**src/desc_dma_pkg.sv**
```systemverilog
`default_nettype none
package desc_dma_pkg;

    // Descriptor geometry in external memory
    localparam logic [31:0] DESC_STRIDE   = 32'h0000_0008;
    localparam logic [31:0] PTR_OFFSET    = 32'h0000_0004;
    localparam logic [31:0] RESET_PTR     = 32'h0000_0000;

    // Status halfword sits in the upper half of the first word
    localparam int unsigned STATUS_LSB    = 16;

    // Bit positions inside the status halfword
    localparam int unsigned OWN_BIT       = 15;
    localparam int unsigned SOFT_A_BIT    = 14;
    localparam int unsigned WRAP_BIT      = 13;
    localparam int unsigned SOFT_B_BIT    = 12;
    localparam int unsigned LAST_BIT      = 11;
    localparam int unsigned APPEND_BIT    = 10;
    localparam int unsigned CORRUPT_BIT   = 9;
    localparam int unsigned MISS_BIT      = 8;
    localparam int unsigned BCAST_BIT     = 7;
    localparam int unsigned MCAST_BIT     = 6;
    localparam int unsigned LENV_BIT      = 5;
    localparam int unsigned NONOCT_BIT    = 4;
    localparam int unsigned CRC_BIT       = 2;
    localparam int unsigned OVR_BIT       = 1;
    localparam int unsigned TRUNC_BIT     = 0;

    // Field masks
    localparam logic [15:0] FRAME_STAT_MASK = 16'h01f7;
    localparam logic [15:0] RX_SIZE_MASK    = 16'h07f0;
    localparam logic [15:0] TX_LEN_MASK     = 16'hffe0;

    // Ring channel states
    typedef enum logic [1:0] {CH_STOP, CH_FETCH, CH_HOLD, CH_CLOSE}
        ch_state_t;

    // Memory bus states
    typedef enum logic [1:0] {B_IDLE, B_RD0, B_RD1, B_WR} bus_state_t;

    // Receive buffer close report from the receive path
    typedef struct packed {
        logic        last;
        logic [15:0] frame_len;
        logic        miss;
        logic        broadcast_hit_flag;
        logic        multicast_hit_flag;
        logic        length_violation_flag;
        logic        non_octet;
        logic        checksum_error_flag;
        logic        fifo_lost_data_flag;
        logic        cut_short_flag;
    } rx_close_t;

    // Transmit buffer handed to the transmit path
    typedef struct packed {
        logic [31:0] addr;
        logic [15:0] len;
        logic        last;
        logic        append_checksum_flag;
        logic        corrupt_checksum_flag;
    } tx_buf_t;

endpackage
`default_nettype wire

```
**src/ethernet_buffer_descriptor_dma.sv**
```systemverilog
// How it works
// RULE_01 - Empty flag cleared when receive buffer closes
// RULE_02 - Software bits never changed, never consulted
// RULE_03 - Receive wrap bit selects ring start
// RULE_04 - Last bit set only on frame end
// RULE_05 - Frame status written only on last
// RULE_06 - Miss bit when accepted only by accept-all
// RULE_07 - Broadcast and multicast destination flags
// RULE_08 - Length violation above programmed maximum
// RULE_09 - Non-octet frames keep checksum bit clear
// RULE_10 - Checksum error for whole-octet frames
// RULE_11 - Overrun zeroes miss, length, non-octet, checksum
// RULE_12 - Truncation flag for oversize frames
// RULE_13 - Length halfword: buffer size or frame
// RULE_14 - Receive pointer passed on, never written
// RULE_15 - Software pokes receive active after handover
// RULE_16 - Ready flag cleared after transmit buffer done
// RULE_17 - Transmit wrap bit selects ring start
// RULE_18 - Last and append-checksum passed to transmitter
// RULE_19 - Corrupt checksum flag passed to transmitter
// RULE_20 - Transmit length low five bits ignored
// RULE_21 - Transmit pointer passed on, never written
// RULE_22 - Software pokes transmit active after setup
// RULE_23 - Poll twice, then stop until poked
// RULE_24 - Advance eight bytes without wrap
`timescale 1ns/1ps
`default_nettype none
module ethernet_buffer_descriptor_dma
(
    // Clock and reset
    input  wire logic                          clk,
    input  wire logic                          resetn,
    // Configuration and control
    input  wire logic                          enable,
    input  wire logic                   [31:0] rx_ring_start,
    input  wire logic                   [31:0] tx_ring_start,
    input  wire logic                   [15:0] rx_buffer_size,
    input  wire logic                          accept_all_select,
    input  wire logic                          rx_descriptor_active,
    input  wire logic                          tx_descriptor_active,
    // Ring status
    output logic                               rx_stopped,
    output logic                               tx_stopped,
    // Memory master
    output logic                               mem_req,
    output logic                               mem_we,
    output logic                        [31:0] mem_addr,
    output logic                        [31:0] mem_wdata,
    input  wire logic                   [31:0] mem_rdata,
    input  wire logic                          mem_ack,
    // Receive path
    output logic                               rx_buf_valid,
    output logic                        [31:0] rx_buf_addr,
    input  wire logic                          rx_close_valid,
    input  wire desc_dma_pkg::rx_close_t       rx_close,
    // Transmit path
    output logic                               tx_buf_valid,
    output desc_dma_pkg::tx_buf_t              tx_buf,
    input  wire logic                          tx_buf_done
);

    // Channel index 0 is receive, 1 is transmit
    desc_dma_pkg::ch_state_t  ch_q [2];
    desc_dma_pkg::ch_state_t  ch_d [2];
    desc_dma_pkg::bus_state_t bus_q;
    desc_dma_pkg::bus_state_t bus_d;
    logic                     own_q;     // Channel owning the bus
    logic                     own_d;
    logic [1:0][31:0]         ptr_q;     // Current descriptor address
    logic [1:0][31:0]         ptr_d;
    logic [1:0][31:0]         word0_q;   // Fetched first word
    logic [1:0][31:0]         word0_d;
    logic [1:0][31:0]         bufp_q;    // Fetched buffer pointer
    logic [1:0][31:0]         bufp_d;
    logic [1:0]               retry_q;   // One failed poll seen
    logic [1:0]               retry_d;
    logic [1:0]               pend_q;    // Active poke pending
    logic [1:0]               pend_d;
    logic [31:0]              addr_q;
    logic [31:0]              addr_d;
    logic                     we_q;
    logic                     we_d;
    logic [31:0]              wdata_q;
    logic [31:0]              wdata_d;
    desc_dma_pkg::rx_close_t  close_q;   // Captured close report
    desc_dma_pkg::rx_close_t  close_d;
    logic [1:0][31:0]         ring;      // Ring start per channel
    logic [15:0]              rx_status; // Composed receive status
    logic [15:0]              rx_len;    // Receive length halfword
    logic [31:0]              rx_wb;     // Receive write-back word
    logic [31:0]              tx_wb;     // Transmit write-back word
    logic                     sel;       // Channel picked when idle
    logic                     any_work;

    // Picks whether a channel needs the bus
    function automatic logic wants_bus(desc_dma_pkg::ch_state_t s);
        wants_bus = (s == desc_dma_pkg::CH_FETCH) ||
                    (s == desc_dma_pkg::CH_CLOSE);
    endfunction

    assign ring[0] = rx_ring_start;
    assign ring[1] = tx_ring_start;

    // Receive status composer
    rx_status_compose u_compose
    (
        .old_status        (word0_q[0][31:16]),
        .close             (close_q),
        .accept_all_select (accept_all_select),
        .new_status        (rx_status)
    );

    // Write-back words
    always_comb
    begin
        // RULE_13 - size or frame length
        rx_len = close_q.last ? close_q.frame_len
                              : (rx_buffer_size & desc_dma_pkg::RX_SIZE_MASK);
        rx_wb = {rx_status, rx_len};
        // RULE_16 - clear ready, keep rest
        tx_wb = word0_q[1];
        tx_wb[desc_dma_pkg::STATUS_LSB + desc_dma_pkg::OWN_BIT] = 1'b0;
    end

    // Receive gets the bus first
    assign sel      = wants_bus(ch_q[0]) ? 1'b0 : 1'b1;
    assign any_work = wants_bus(ch_q[0]) || wants_bus(ch_q[1]);

    // Next state for rings and bus
    always_comb
    begin
        bus_d   = bus_q;
        own_d   = own_q;
        ch_d    = ch_q;
        ptr_d   = ptr_q;
        word0_d = word0_q;
        bufp_d  = bufp_q;
        retry_d = retry_q;
        addr_d  = addr_q;
        we_d    = we_q;
        wdata_d = wdata_q;
        close_d = close_q;
        // Pokes are sticky until they restart a stopped ring or enable drops
        pend_d  = pend_q | {tx_descriptor_active, rx_descriptor_active};
        for (int i = 0; i < 2; i++)
        begin
            // Restart a stopped ring
            if (ch_q[i] == desc_dma_pkg::CH_STOP && pend_d[i])
            begin
                ch_d[i]    = desc_dma_pkg::CH_FETCH;
                pend_d[i]  = 1'b0;
                retry_d[i] = 1'b0;
            end
        end
        // Receive buffer closed by the receive path
        if (ch_q[0] == desc_dma_pkg::CH_HOLD && rx_close_valid)
        begin
            close_d = rx_close;
            ch_d[0] = desc_dma_pkg::CH_CLOSE;
        end
        // Transmit buffer finished
        if (ch_q[1] == desc_dma_pkg::CH_HOLD && tx_buf_done)
        begin
            ch_d[1] = desc_dma_pkg::CH_CLOSE;
        end
        case (bus_q)
            desc_dma_pkg::B_IDLE:
            begin
                // Start a fetch or a write-back
                if (any_work)
                begin
                    own_d  = sel;
                    addr_d = ptr_q[sel];
                    if (ch_q[sel] == desc_dma_pkg::CH_FETCH)
                    begin
                        we_d  = 1'b0;
                        bus_d = desc_dma_pkg::B_RD0;
                    end
                    else
                    begin
                        we_d    = 1'b1;
                        wdata_d = sel ? tx_wb : rx_wb;
                        bus_d   = desc_dma_pkg::B_WR;
                    end
                end
            end
            desc_dma_pkg::B_RD0:
            begin
                // First word: check ownership
                if (mem_ack)
                begin
                    word0_d[own_q] = mem_rdata;
                    bus_d = desc_dma_pkg::B_IDLE;
                    if (mem_rdata[desc_dma_pkg::STATUS_LSB +
                                  desc_dma_pkg::OWN_BIT])
                    begin
                        addr_d         = addr_q + desc_dma_pkg::PTR_OFFSET;
                        retry_d[own_q] = 1'b0;
                        bus_d          = desc_dma_pkg::B_RD1;
                    end
                    // RULE_23 - second miss stops ring
                    else if (retry_q[own_q])
                    begin
                        ch_d[own_q]    = desc_dma_pkg::CH_STOP;
                        retry_d[own_q] = 1'b0;
                    end
                    else
                    begin
                        retry_d[own_q] = 1'b1;
                    end
                end
            end
            desc_dma_pkg::B_RD1:
            begin
                // RULE_14 - pointer read only
                if (mem_ack)
                begin
                    bufp_d[own_q] = mem_rdata;
                    ch_d[own_q]   = desc_dma_pkg::CH_HOLD;
                    bus_d         = desc_dma_pkg::B_IDLE;
                end
            end
            desc_dma_pkg::B_WR:
            begin
                // Write-back done: move to next descriptor
                if (mem_ack)
                begin
                    // RULE_03 - wrap to ring start
                    // RULE_17 - wrap to ring start
                    if (word0_q[own_q][desc_dma_pkg::STATUS_LSB +
                                       desc_dma_pkg::WRAP_BIT])
                    begin
                        ptr_d[own_q] = ring[own_q];
                    end
                    // RULE_24 - step one descriptor
                    else
                    begin
                        ptr_d[own_q] = ptr_q[own_q] +
                                       desc_dma_pkg::DESC_STRIDE;
                    end
                    ch_d[own_q] = desc_dma_pkg::CH_FETCH;
                    we_d        = 1'b0;
                    bus_d       = desc_dma_pkg::B_IDLE;
                end
            end
            default:
            begin
                bus_d = desc_dma_pkg::B_IDLE;
            end
        endcase
        // Disabled: terminate activity, reload pointers
        if (!enable)
        begin
            bus_d   = desc_dma_pkg::B_IDLE;
            ch_d[0] = desc_dma_pkg::CH_STOP;
            ch_d[1] = desc_dma_pkg::CH_STOP;
            ptr_d   = ring;
            pend_d  = 2'b00;
            retry_d = 2'b00;
            we_d    = 1'b0;
        end
    end

    // Registers
    always_ff @(posedge clk or negedge resetn)
    begin
        if (!resetn)
        begin
            bus_q   <= desc_dma_pkg::B_IDLE;
            own_q   <= 1'b0;
            ch_q[0] <= desc_dma_pkg::CH_STOP;
            ch_q[1] <= desc_dma_pkg::CH_STOP;
            ptr_q   <= {2{desc_dma_pkg::RESET_PTR}};
            word0_q <= '0;
            bufp_q  <= '0;
            retry_q <= 2'b00;
            pend_q  <= 2'b00;
            addr_q  <= 32'h0000_0000;
            we_q    <= 1'b0;
            wdata_q <= 32'h0000_0000;
            close_q <= '0;
        end
        else
        begin
            bus_q   <= bus_d;
            own_q   <= own_d;
            ch_q    <= ch_d;
            ptr_q   <= ptr_d;
            word0_q <= word0_d;
            bufp_q  <= bufp_d;
            retry_q <= retry_d;
            pend_q  <= pend_d;
            addr_q  <= addr_d;
            we_q    <= we_d;
            wdata_q <= wdata_d;
            close_q <= close_d;
        end
    end

    // Outputs
    assign mem_req      = (bus_q != desc_dma_pkg::B_IDLE);
    assign mem_we       = we_q;
    assign mem_addr     = addr_q;
    assign mem_wdata    = wdata_q;
    assign rx_stopped   = (ch_q[0] == desc_dma_pkg::CH_STOP);
    assign tx_stopped   = (ch_q[1] == desc_dma_pkg::CH_STOP);
    assign rx_buf_valid = (ch_q[0] == desc_dma_pkg::CH_HOLD);
    assign rx_buf_addr  = bufp_q[0];
    assign tx_buf_valid = (ch_q[1] == desc_dma_pkg::CH_HOLD);

    // Transmit buffer fields
    always_comb
    begin
        // RULE_21 - pointer passed, never written
        tx_buf.addr = bufp_q[1];
        // RULE_20 - low length bits dropped
        tx_buf.len  = word0_q[1][15:0] & desc_dma_pkg::TX_LEN_MASK;
        // RULE_18 - last and append flags
        tx_buf.last = word0_q[1][desc_dma_pkg::STATUS_LSB +
                                 desc_dma_pkg::LAST_BIT];
        tx_buf.append_checksum_flag =
            word0_q[1][desc_dma_pkg::STATUS_LSB + desc_dma_pkg::APPEND_BIT];
        // RULE_19 - corrupt checksum flag
        tx_buf.corrupt_checksum_flag =
            word0_q[1][desc_dma_pkg::STATUS_LSB + desc_dma_pkg::CORRUPT_BIT];
    end

    // Checks
    logic wr_rx;
    logic wr_tx;
    assign wr_rx = mem_req && mem_we && !own_q;
    assign wr_tx = mem_req && mem_we && own_q;
endmodule
`default_nettype wire

```
**src/rx_status_compose.sv**
```systemverilog
`timescale 1ns/1ps
`default_nettype none
module rx_status_compose
(
    // Status halfword as fetched
    input  wire logic                   [15:0] old_status,
    // Close report and mode
    input  wire desc_dma_pkg::rx_close_t       close,
    input  wire logic                          accept_all_select,
    // Status halfword to write back
    output logic                        [15:0] new_status
);

    // Overrun forces the miss, length, non-octet and checksum bits to zero
    logic ovr;
    assign ovr = close.fifo_lost_data_flag;

    // Compose the closing status halfword
    always_comb
    begin
        new_status = old_status;
        // RULE_01 - hand buffer back
        new_status[desc_dma_pkg::OWN_BIT] = 1'b0;
        // RULE_04 - last marker written
        new_status[desc_dma_pkg::LAST_BIT] = close.last;
        // RULE_05 - status only on last
        if (close.last)
        begin
            new_status = new_status & ~desc_dma_pkg::FRAME_STAT_MASK;
            // RULE_06 - miss under accept-all
            new_status[desc_dma_pkg::MISS_BIT] =
                accept_all_select & close.miss & ~ovr;
            // RULE_07 - broadcast and multicast
            new_status[desc_dma_pkg::BCAST_BIT] = close.broadcast_hit_flag;
            new_status[desc_dma_pkg::MCAST_BIT] =
                close.multicast_hit_flag & ~close.broadcast_hit_flag;
            // RULE_08 - length violation
            new_status[desc_dma_pkg::LENV_BIT] =
                close.length_violation_flag & ~ovr;
            // RULE_09 - non-octet hides checksum
            new_status[desc_dma_pkg::NONOCT_BIT] = close.non_octet & ~ovr;
            // RULE_10 - checksum error
            new_status[desc_dma_pkg::CRC_BIT] =
                close.checksum_error_flag & ~close.non_octet & ~ovr;
            // RULE_11 - overrun flag
            new_status[desc_dma_pkg::OVR_BIT] = ovr;
            // RULE_12 - truncation flag
            new_status[desc_dma_pkg::TRUNC_BIT] = close.cut_short_flag;
        end
    end

endmodule
`default_nettype wire

```
**config.mk**
```make
export PLATFORM = sky130hd
export DESIGN_NAME = ethernet_buffer_descriptor_dma
export DESIGN_NICKNAME = d
export VERILOG_FILES = /design/src/desc_dma_pkg.sv /design/src/ethernet_buffer_descriptor_dma.sv /design/src/rx_status_compose.sv
export SDC_FILE = /design/constraint.sdc
export NUM_CORES = 1
export LEC_CHECK = 0
export BUFFER_PORTS_ARGS = -buffer_cell sky130_fd_sc_hd__buf_4
export CAP_MARGIN = 10
export CORE_ASPECT_RATIO = 2
export CORE_MARGIN = 2
export CORE_UTILIZATION = 50
export DETAILED_ROUTE_END_ITERATION = 6
export PLACE_DENSITY = 0.77
export SLEW_MARGIN = 25
export SYNTH_ARGS = -nofsm -noshare
export SYNTH_HDL_FRONTEND = slang
export SYNTH_SLANG_ARGS = --single-unit
```
**constraint.sdc**
```tcl
create_clock -name clk -period 2.8 [get_ports clk]
set_clock_uncertainty 0.1 [all_clocks]
set_input_delay 0.56 -clock clk [delete_from_list [all_inputs] [get_ports clk]]
set_output_delay 0.56 -clock clk [all_outputs]
set_load 0.01 [all_outputs]
```
Word-level counts from Yosys, hierarchy flattened
Index checks and enable logic that the tools add are counted.
{ "classes": {"n_addsub": 2, "n_lt_le_gt_ge": 6, "n_eq_ne": 20, "n_mux": 68, "n_bitwise": 25, "n_reduce_logical": 23} }
{ "op_table": {"columns": ["cell", "count"], "rows": [
  ["32-bit 2-to-1 mux", 10],
  ["64-bit bitwise mux", 4],
  ["64-bit 2-to-1 mux", 4],
  ["32-bit one-hot mux with 2 select lines", 1],
  ["30-bit 2-to-1 mux", 2],
  ["2-bit 2-to-1 mux", 20],
  ["32-bit by 3-bit adder with 32-bit output (second input constant)", 1],
  ["32-bit by 4-bit adder with 32-bit output (second input constant)", 1],
  ["32-bit demux with 1-bit select", 1],
  ["31-bit 2-to-1 mux", 1],
  ["4-bit 2-to-1 mux", 6],
  ["16-bit 2-to-1 mux", 1],
  ["2-bit equality test (second input constant)", 6],
  ["1-bit 2-to-1 mux", 12],
  ["12-bit 2-to-1 mux", 1],
  ["4-bit one-hot mux with 3 select lines", 1],
  ["3-bit inequality test (second input constant)", 3],
  ["3-bit AND reduction", 3],
  ["2-bit by 1-bit equality test with 1-bit output (second input constant)", 4],
  ["2-bit OR", 4],
  ["2-bit AND reduction", 4],
  ["1-bit AND", 7],
  ["2-bit AND", 3],
  ["1-bit logical AND", 6],
  ["other kinds (22)", 38]
]} }
{ "totals": {"register_bits": 293, "inputBits": 146, "output_inout_bits": 153, "word_cells": 169} }

Logic depth before layout (Yosys ltp)
{ "logic_depth": {"ltp_word": 12, "mapped_depth": 14, "ltp_nobuf": 8} }

Cells and area by module
Synthesis repeated with hierarchy kept, for this count alone.
{ "unflattened": {"cells_unflattened": 1346, "hier_area_um2": 13772.0} }
{ "by_module_without_submodules": {"columns": ["module", "n_inst", "cells_per_inst", "area_each_um2", "seq_area_each_um2"], "rows": [
  ["ethernet_buffer_descriptor_dma", 1, 1319, 13573.0, 6906.6],
  ["rx_status_compose", 1, 27, 198.9, 0.0]
]} }

Worst setup path after synthesis
Ideal clock, no wire load.
{ "synth_timing": {"path_kind": "register to register", "start": "register own_q", "end": "register ptr_q[63] (netlist bit)", "setup_ns": 0.134, "arrival_time_ns": 2.807, "t_required_ns": 2.566, "setup_slack_ns": -0.241, "stages_incl_launch_ff": 15, "path_buffers": 6, "period_less_slack_ns": 3.041, "path_cell_list": "dfrtp_1 -> buf_6 -> buf_4 -> buf_2 -> buf_2 -> buf_2 -> mux2_2 -> ha_1 -> inv_1 -> a21oi_1 -> nand2_1 -> buf_2 -> nor4_1 -> xor2_1 -> o22ai_1"} }
{ "synth_via": {"elab_chain_len": 9, "elab_cells_between_ends": 18, "cone_classes": "add/sub: 1; order compare: 2; mux: 14; reduce/logical: 1"} }
{ "synth_lines": {"columns": ["item", "line", "text"], "rows": [
  ["start, declared", "ethernet_buffer_descriptor_dma.sv:67", "logic own_q;"],
  ["start signal, assigned", "ethernet_buffer_descriptor_dma.sv:286", "own_q <= own_d;"],
  ["branches (longest 5 deep; another with 32-bit by 4-bit adder with 32-bit output)", null, null],
  ["64-bit 2-to-1 mux *", "ethernet_buffer_descriptor_dma.sv:230", "if (word0_q[own_q][desc_dma_pkg::STATUS_LSB +"],
  ["64-bit 2-to-1 mux *", "ethernet_buffer_descriptor_dma.sv:226", "if (mem_ack)"],
  ["64-bit 2-to-1 mux *", "ethernet_buffer_descriptor_dma.sv:166", "case (bus_q)"],
  ["64-bit 2-to-1 mux *", "ethernet_buffer_descriptor_dma.sv:252", "if (!enable)"],
  ["end signal, assigned", "ethernet_buffer_descriptor_dma.sv:273", "ptr_q <= {2{desc_dma_pkg::RESET_PTR}};"],
  ["end signal, assigned", "ethernet_buffer_descriptor_dma.sv:288", "ptr_q <= ptr_d;"],
  ["end, declared", "ethernet_buffer_descriptor_dma.sv:69", "logic [1:0][31:0] ptr_q;"]
]} }
Mark *: on every way between the ends. The select of a mux whose other input is x is not followed.
A chain may end at the register's enable or synchronous reset.

Worst setup path in the final report
{ "layout_timing": {"start": "register own_q", "end": "register ptr_q[21] (netlist bit)"} }
Same word-level chain as after synthesis.

==> reports/qor.csv <==
metric;value;unit
outcome;complete, no violations;
core;0.0268;sq mm
antenna_cells_inserted;0;
global_route.overflow_total;0;
main_combinational_cell_family_by_area_after_synthesis;multiplexers;
worst_ep_required_time;3170;ps
timing_worst_setup_path_type;reg -> reg;
clock_power_share;23.5;%
internal_power;10700;uW
max-vdd-ir-drop;0.000735;V
layout.nets;1726;
detailedRoute.firstIterationViolations;866;
maxCapViolations;0;
final_min_period_over_clock_period;94.8;%
dieWidth;120;um
seq_power_share;39.3;%
drive_gt1_share;35.9;%
warning_count_from_the_yosys_run;0;
power_density;971;mW/mm^2
netlist_instances;1300;
grt_setup_unrepaired;no;
final_cells;1945;
cts_tree;done;
ys_top_cells_by_area;sky130_fd_sc_hd__dfrtp_1, sky130_fd_sc_hd__mux2_2, sky130_fd_sc_hd__a21oi_1, sky130_fd_sc_hd__mux2i_1, sky130_fd_sc_hd__nor2_1;
avgViaCountPerCell;6.03;
achievable-frequency;377;MHz
synth-main-ff-cell;sky130_fd_sc_hd__dfrtp_1;
initial_utilization;50.6;%
dp_cells;1897;
endpoint_kind;register;
critPathSlowestCell;sky130_fd_sc_hd__dfrtp_2;
p_sw_share;35.7;%
drcViolationCount;0;
antenna_violations_before_repair;0;
synth_area_in_adders;0.185;%
timing_max_transition_violations_final;0;
holdCritPathClass;in -> reg;
finalWorstPathRequiredPeriod;2650;ps
post_cts_buffers;0;
timing.critical_path.fanout_max;46;
finalWeightedCongestion;0.968;
synth_simple_gate_area_share;13.1;%
timing.final.setup_violations;0;
timing.critical_path.cells;buf_12 > o32ai_2 > nand2_2 > nand4bb_1 > o31a_1 > o22ai_1;
yosys.area.top_type_share;50.4;%
p_switching;5970;uW
io_buffer_count;283;
total_leakage_power;0.00793;uW
cts_made_buffers;26;
boundaryPins;299;
syn-mean-instance-area;10.4;sq um
drt-pass1-iter-count;6;
rows;85;
post_synth_edffs;0;
route.vias.total;11700;
cts_root_buffer;sky130_fd_sc_hd__clkbuf_16;
synth.ff_latch_count;273;
post_synth_num_cell_types;72;
grt_start_max_net_pins;77;
netlist_area;0.0135;sq mm
worst_setup_hold_path_clk_slew;70;ps
detailed_placement_wirelength_estimate;31.8;mm
first_pass_grt_wire_length;66.9;mm
async_reset_ff_share;100;%
crit_path_start_kind;register;
h-tree-depth;1;
totalNegativeSetupSlack;0;ps
globalRouteTotalUtil;30.4;%
grt_pass1_vias;12100;
netlist.top_cell.by_area;sky130_fd_sc_hd__dfrtp_1;
max_slew.worst_pin.slew;815;ps
die-height;237;um
slew_headroom;45.5;%
worst-endpoint-arrival;3020;ps
cts_sinks;273;
comb_power_share;37.2;%
maximum_buffer_depth_of_the_clock_tree;3;
design.die.area;0.0285;sq mm
yosysSeqAreaShare;50.4;%
critical-path-max-stage-delay;560;ps
clkLatencyLatePin;550;ps
area.growth.synth_to_final;27.0;%
post_synth_xor_area_fraction;1.29;%
ant_nets;0;
area_fraction_in_compound_gates_after_synthesis;14.3;%
hold_viol_final;0;
route.final.wire_length;43.5;mm
drt-wirelength-per-cell;22.4;um
synth.mux.area_fraction;16.5;%
cells by family (layout without fill, tap and decap cells):
kind of cell | after synthesis | in the layout
adder cells (fa/ha/maj) | 2 | 2
flip-flops | 273 | 273
buffers and inverters | 119 | 411
XOR/XNOR | 20 | 20
AND/OR/NAND/NOR | 366 | 366
other | 1 | 6
multiplexers | 204 | 204
AO/OA/AOI/OAI | 315 | 315
worst max-delay path, delay by kind of cell, from the launching register on:
kind            cells  cell delay [ps]
flops               1              560
simple gates        2              650
compound gates      3              990
buf+inv             1              250
repair_timing:
action,in CTS,in global routing
endpoints found under the hold margin,70,0
gates resized for setup,0,0
setup endpoints to repair,0,0
hold buffers,1,0
cells in the final DEF (no fill, tap or decap), types with 8 or more instances in the layout:
master	count
sky130_fd_sc_hd__nand4_1	20
sky130_fd_sc_hd__xor2_1	10
sky130_fd_sc_hd__xnor2_1	10
sky130_fd_sc_hd__o22ai_1	33
sky130_fd_sc_hd__mux2i_1	47
sky130_fd_sc_hd__a22oi_1	8
sky130_fd_sc_hd__nor2b_1	8
sky130_fd_sc_hd__o21ai_0	84
sky130_fd_sc_hd__buf_4	336
sky130_fd_sc_hd__clkbuf_16	27
sky130_fd_sc_hd__nand3_1	39
sky130_fd_sc_hd__mux2_2	157
sky130_fd_sc_hd__a21oi_1	99
sky130_fd_sc_hd__nand2_1	108
sky130_fd_sc_hd__dfrtp_1	271
sky130_fd_sc_hd__nor2_1	119
sky130_fd_sc_hd__a31oi_1	9
sky130_fd_sc_hd__a221oi_1	23
sky130_fd_sc_hd__nor3_1	12
sky130_fd_sc_hd__inv_1	20
path summary, 6_finish.rpt:
kind / start / endpoint / slack [ps] / depth (start not counted)
min: tx_ring_start[2] / ptr_q[34] / 110 / 3
max: own_q / ptr_q[21] / 150 / 6
max in group asynchronous: resetn / tx_buf[17] / 1290 / 3
max reg2reg: own_q / ptr_q[21] / 150 / 6
min in group asynchronous: resetn / mem_addr[4] / 460 / 2
min reg2reg: ptr_q[33] / ptr_q[33] / 370 / 2
through the flow:
| stage | cell area (sq um) | utilization, % | setup WS [ps] | hold slack [ps] | power (uW) |
|---|---|---|---|---|---|
| CTS | 17200 | 64.2 | 199 | 91.8 | 16700 |
| global route | 17200 | 64.2 | 24.4 | 111 | 17500 |
| detailed placement | 16200 | 60.6 | 205 | 355 | 12800 |
| global placement | 16200 | 60.6 | 263 | 351 | 12500 |
| finish | 17200 | 64.2 | 146 | 111 | 16700 |
| floorplan | 13600 | - | 14.4 | 164 | 9960 |
cell usage after synthesis, types with 3 or more instances:
cell and count:
sky130_fd_sc_hd__or3_1 5, sky130_fd_sc_hd__nor2b_1 8, sky130_fd_sc_hd__a22oi_1 8, sky130_fd_sc_hd__nand3_1 40, sky130_fd_sc_hd__nand2_1 108, sky130_fd_sc_hd__mux2i_1 47, sky130_fd_sc_hd__and3_1 7, sky130_fd_sc_hd__o21ai_0 84
sky130_fd_sc_hd__nand4_1 20, sky130_fd_sc_hd__a32oi_1 4, sky130_fd_sc_hd__nor3_1 13, sky130_fd_sc_hd__o31ai_1 3, sky130_fd_sc_hd__and2_1 6, sky130_fd_sc_hd__nand3b_1 6, sky130_fd_sc_hd__a31oi_1 9, sky130_fd_sc_hd__clkbuf_1 55
sky130_fd_sc_hd__a221oi_1 23, sky130_fd_sc_hd__a22o_1 3, sky130_fd_sc_hd__buf_2 17, sky130_fd_sc_hd__nand2b_1 6, sky130_fd_sc_hd__a21boi_0 3, sky130_fd_sc_hd__nor2_1 121, sky130_fd_sc_hd__inv_1 20, sky130_fd_sc_hd__xor2_1 10
sky130_fd_sc_hd__xnor2_1 10, sky130_fd_sc_hd__nor4_1 5, sky130_fd_sc_hd__buf_1 5, sky130_fd_sc_hd__buf_4 21, sky130_fd_sc_hd__dfrtp_1 273, sky130_fd_sc_hd__o22ai_1 33, sky130_fd_sc_hd__o21a_1 7, sky130_fd_sc_hd__o22a_1 4
sky130_fd_sc_hd__mux2_2 157, sky130_fd_sc_hd__o21ai_1 4, sky130_fd_sc_hd__a21oi_1 101, sky130_fd_sc_hd__a211oi_1 5
area by class of cell:
cell class	count	area, sq um
fillers	2230	9600
flip-flops and latches	273	6830
multi-input cells	913	6240
repair buffers	344	2670
clock buffers	34	752
well taps	348	435
clock inverters	13	195
inverters	20	75.1
flip-flops by register name, indices dropped and copies added, names as in the netlist, 4 cells and up:
| signal | flops |
|---|---|
| tx_wb | 17 |
| rx_buf_addr | 32 |
| tx_buf | 46 |
| close_q | 25 |
| ptr_q | 64 |
| mem_addr | 32 |
| ch_q | 4 |
| word0_q | 14 |
| mem_wdata | 31 |
routing by layer:
layer  global-route usage [%]  share of wire (%)  vias to the layer above
met3                     5.08                5.7                      166
met2                     55.3                 54                      549
li1                         -                  -                     5232
met5                        0                  0                        -
met1                     30.6                 33                     5790
met4                     21.5                8.0                        0
power by group through the flow:
| stage | sequential [uW] | combinational [uW] | clock (uW) |
|---|---|---|---|
| finish | 6560 | 6210 | 3920 |
| global route | 6720 | 6670 | 4130 |
| CTS | 6530 | 6210 | 3990 |
| detailed placement | 6580 | 6180 | 0 |
| global placement | 6480 | 6030 | 0 |
| floorplan | 6560 | 3400 | 0 |
No activity file was read; power rests on OpenSTA's default activity.
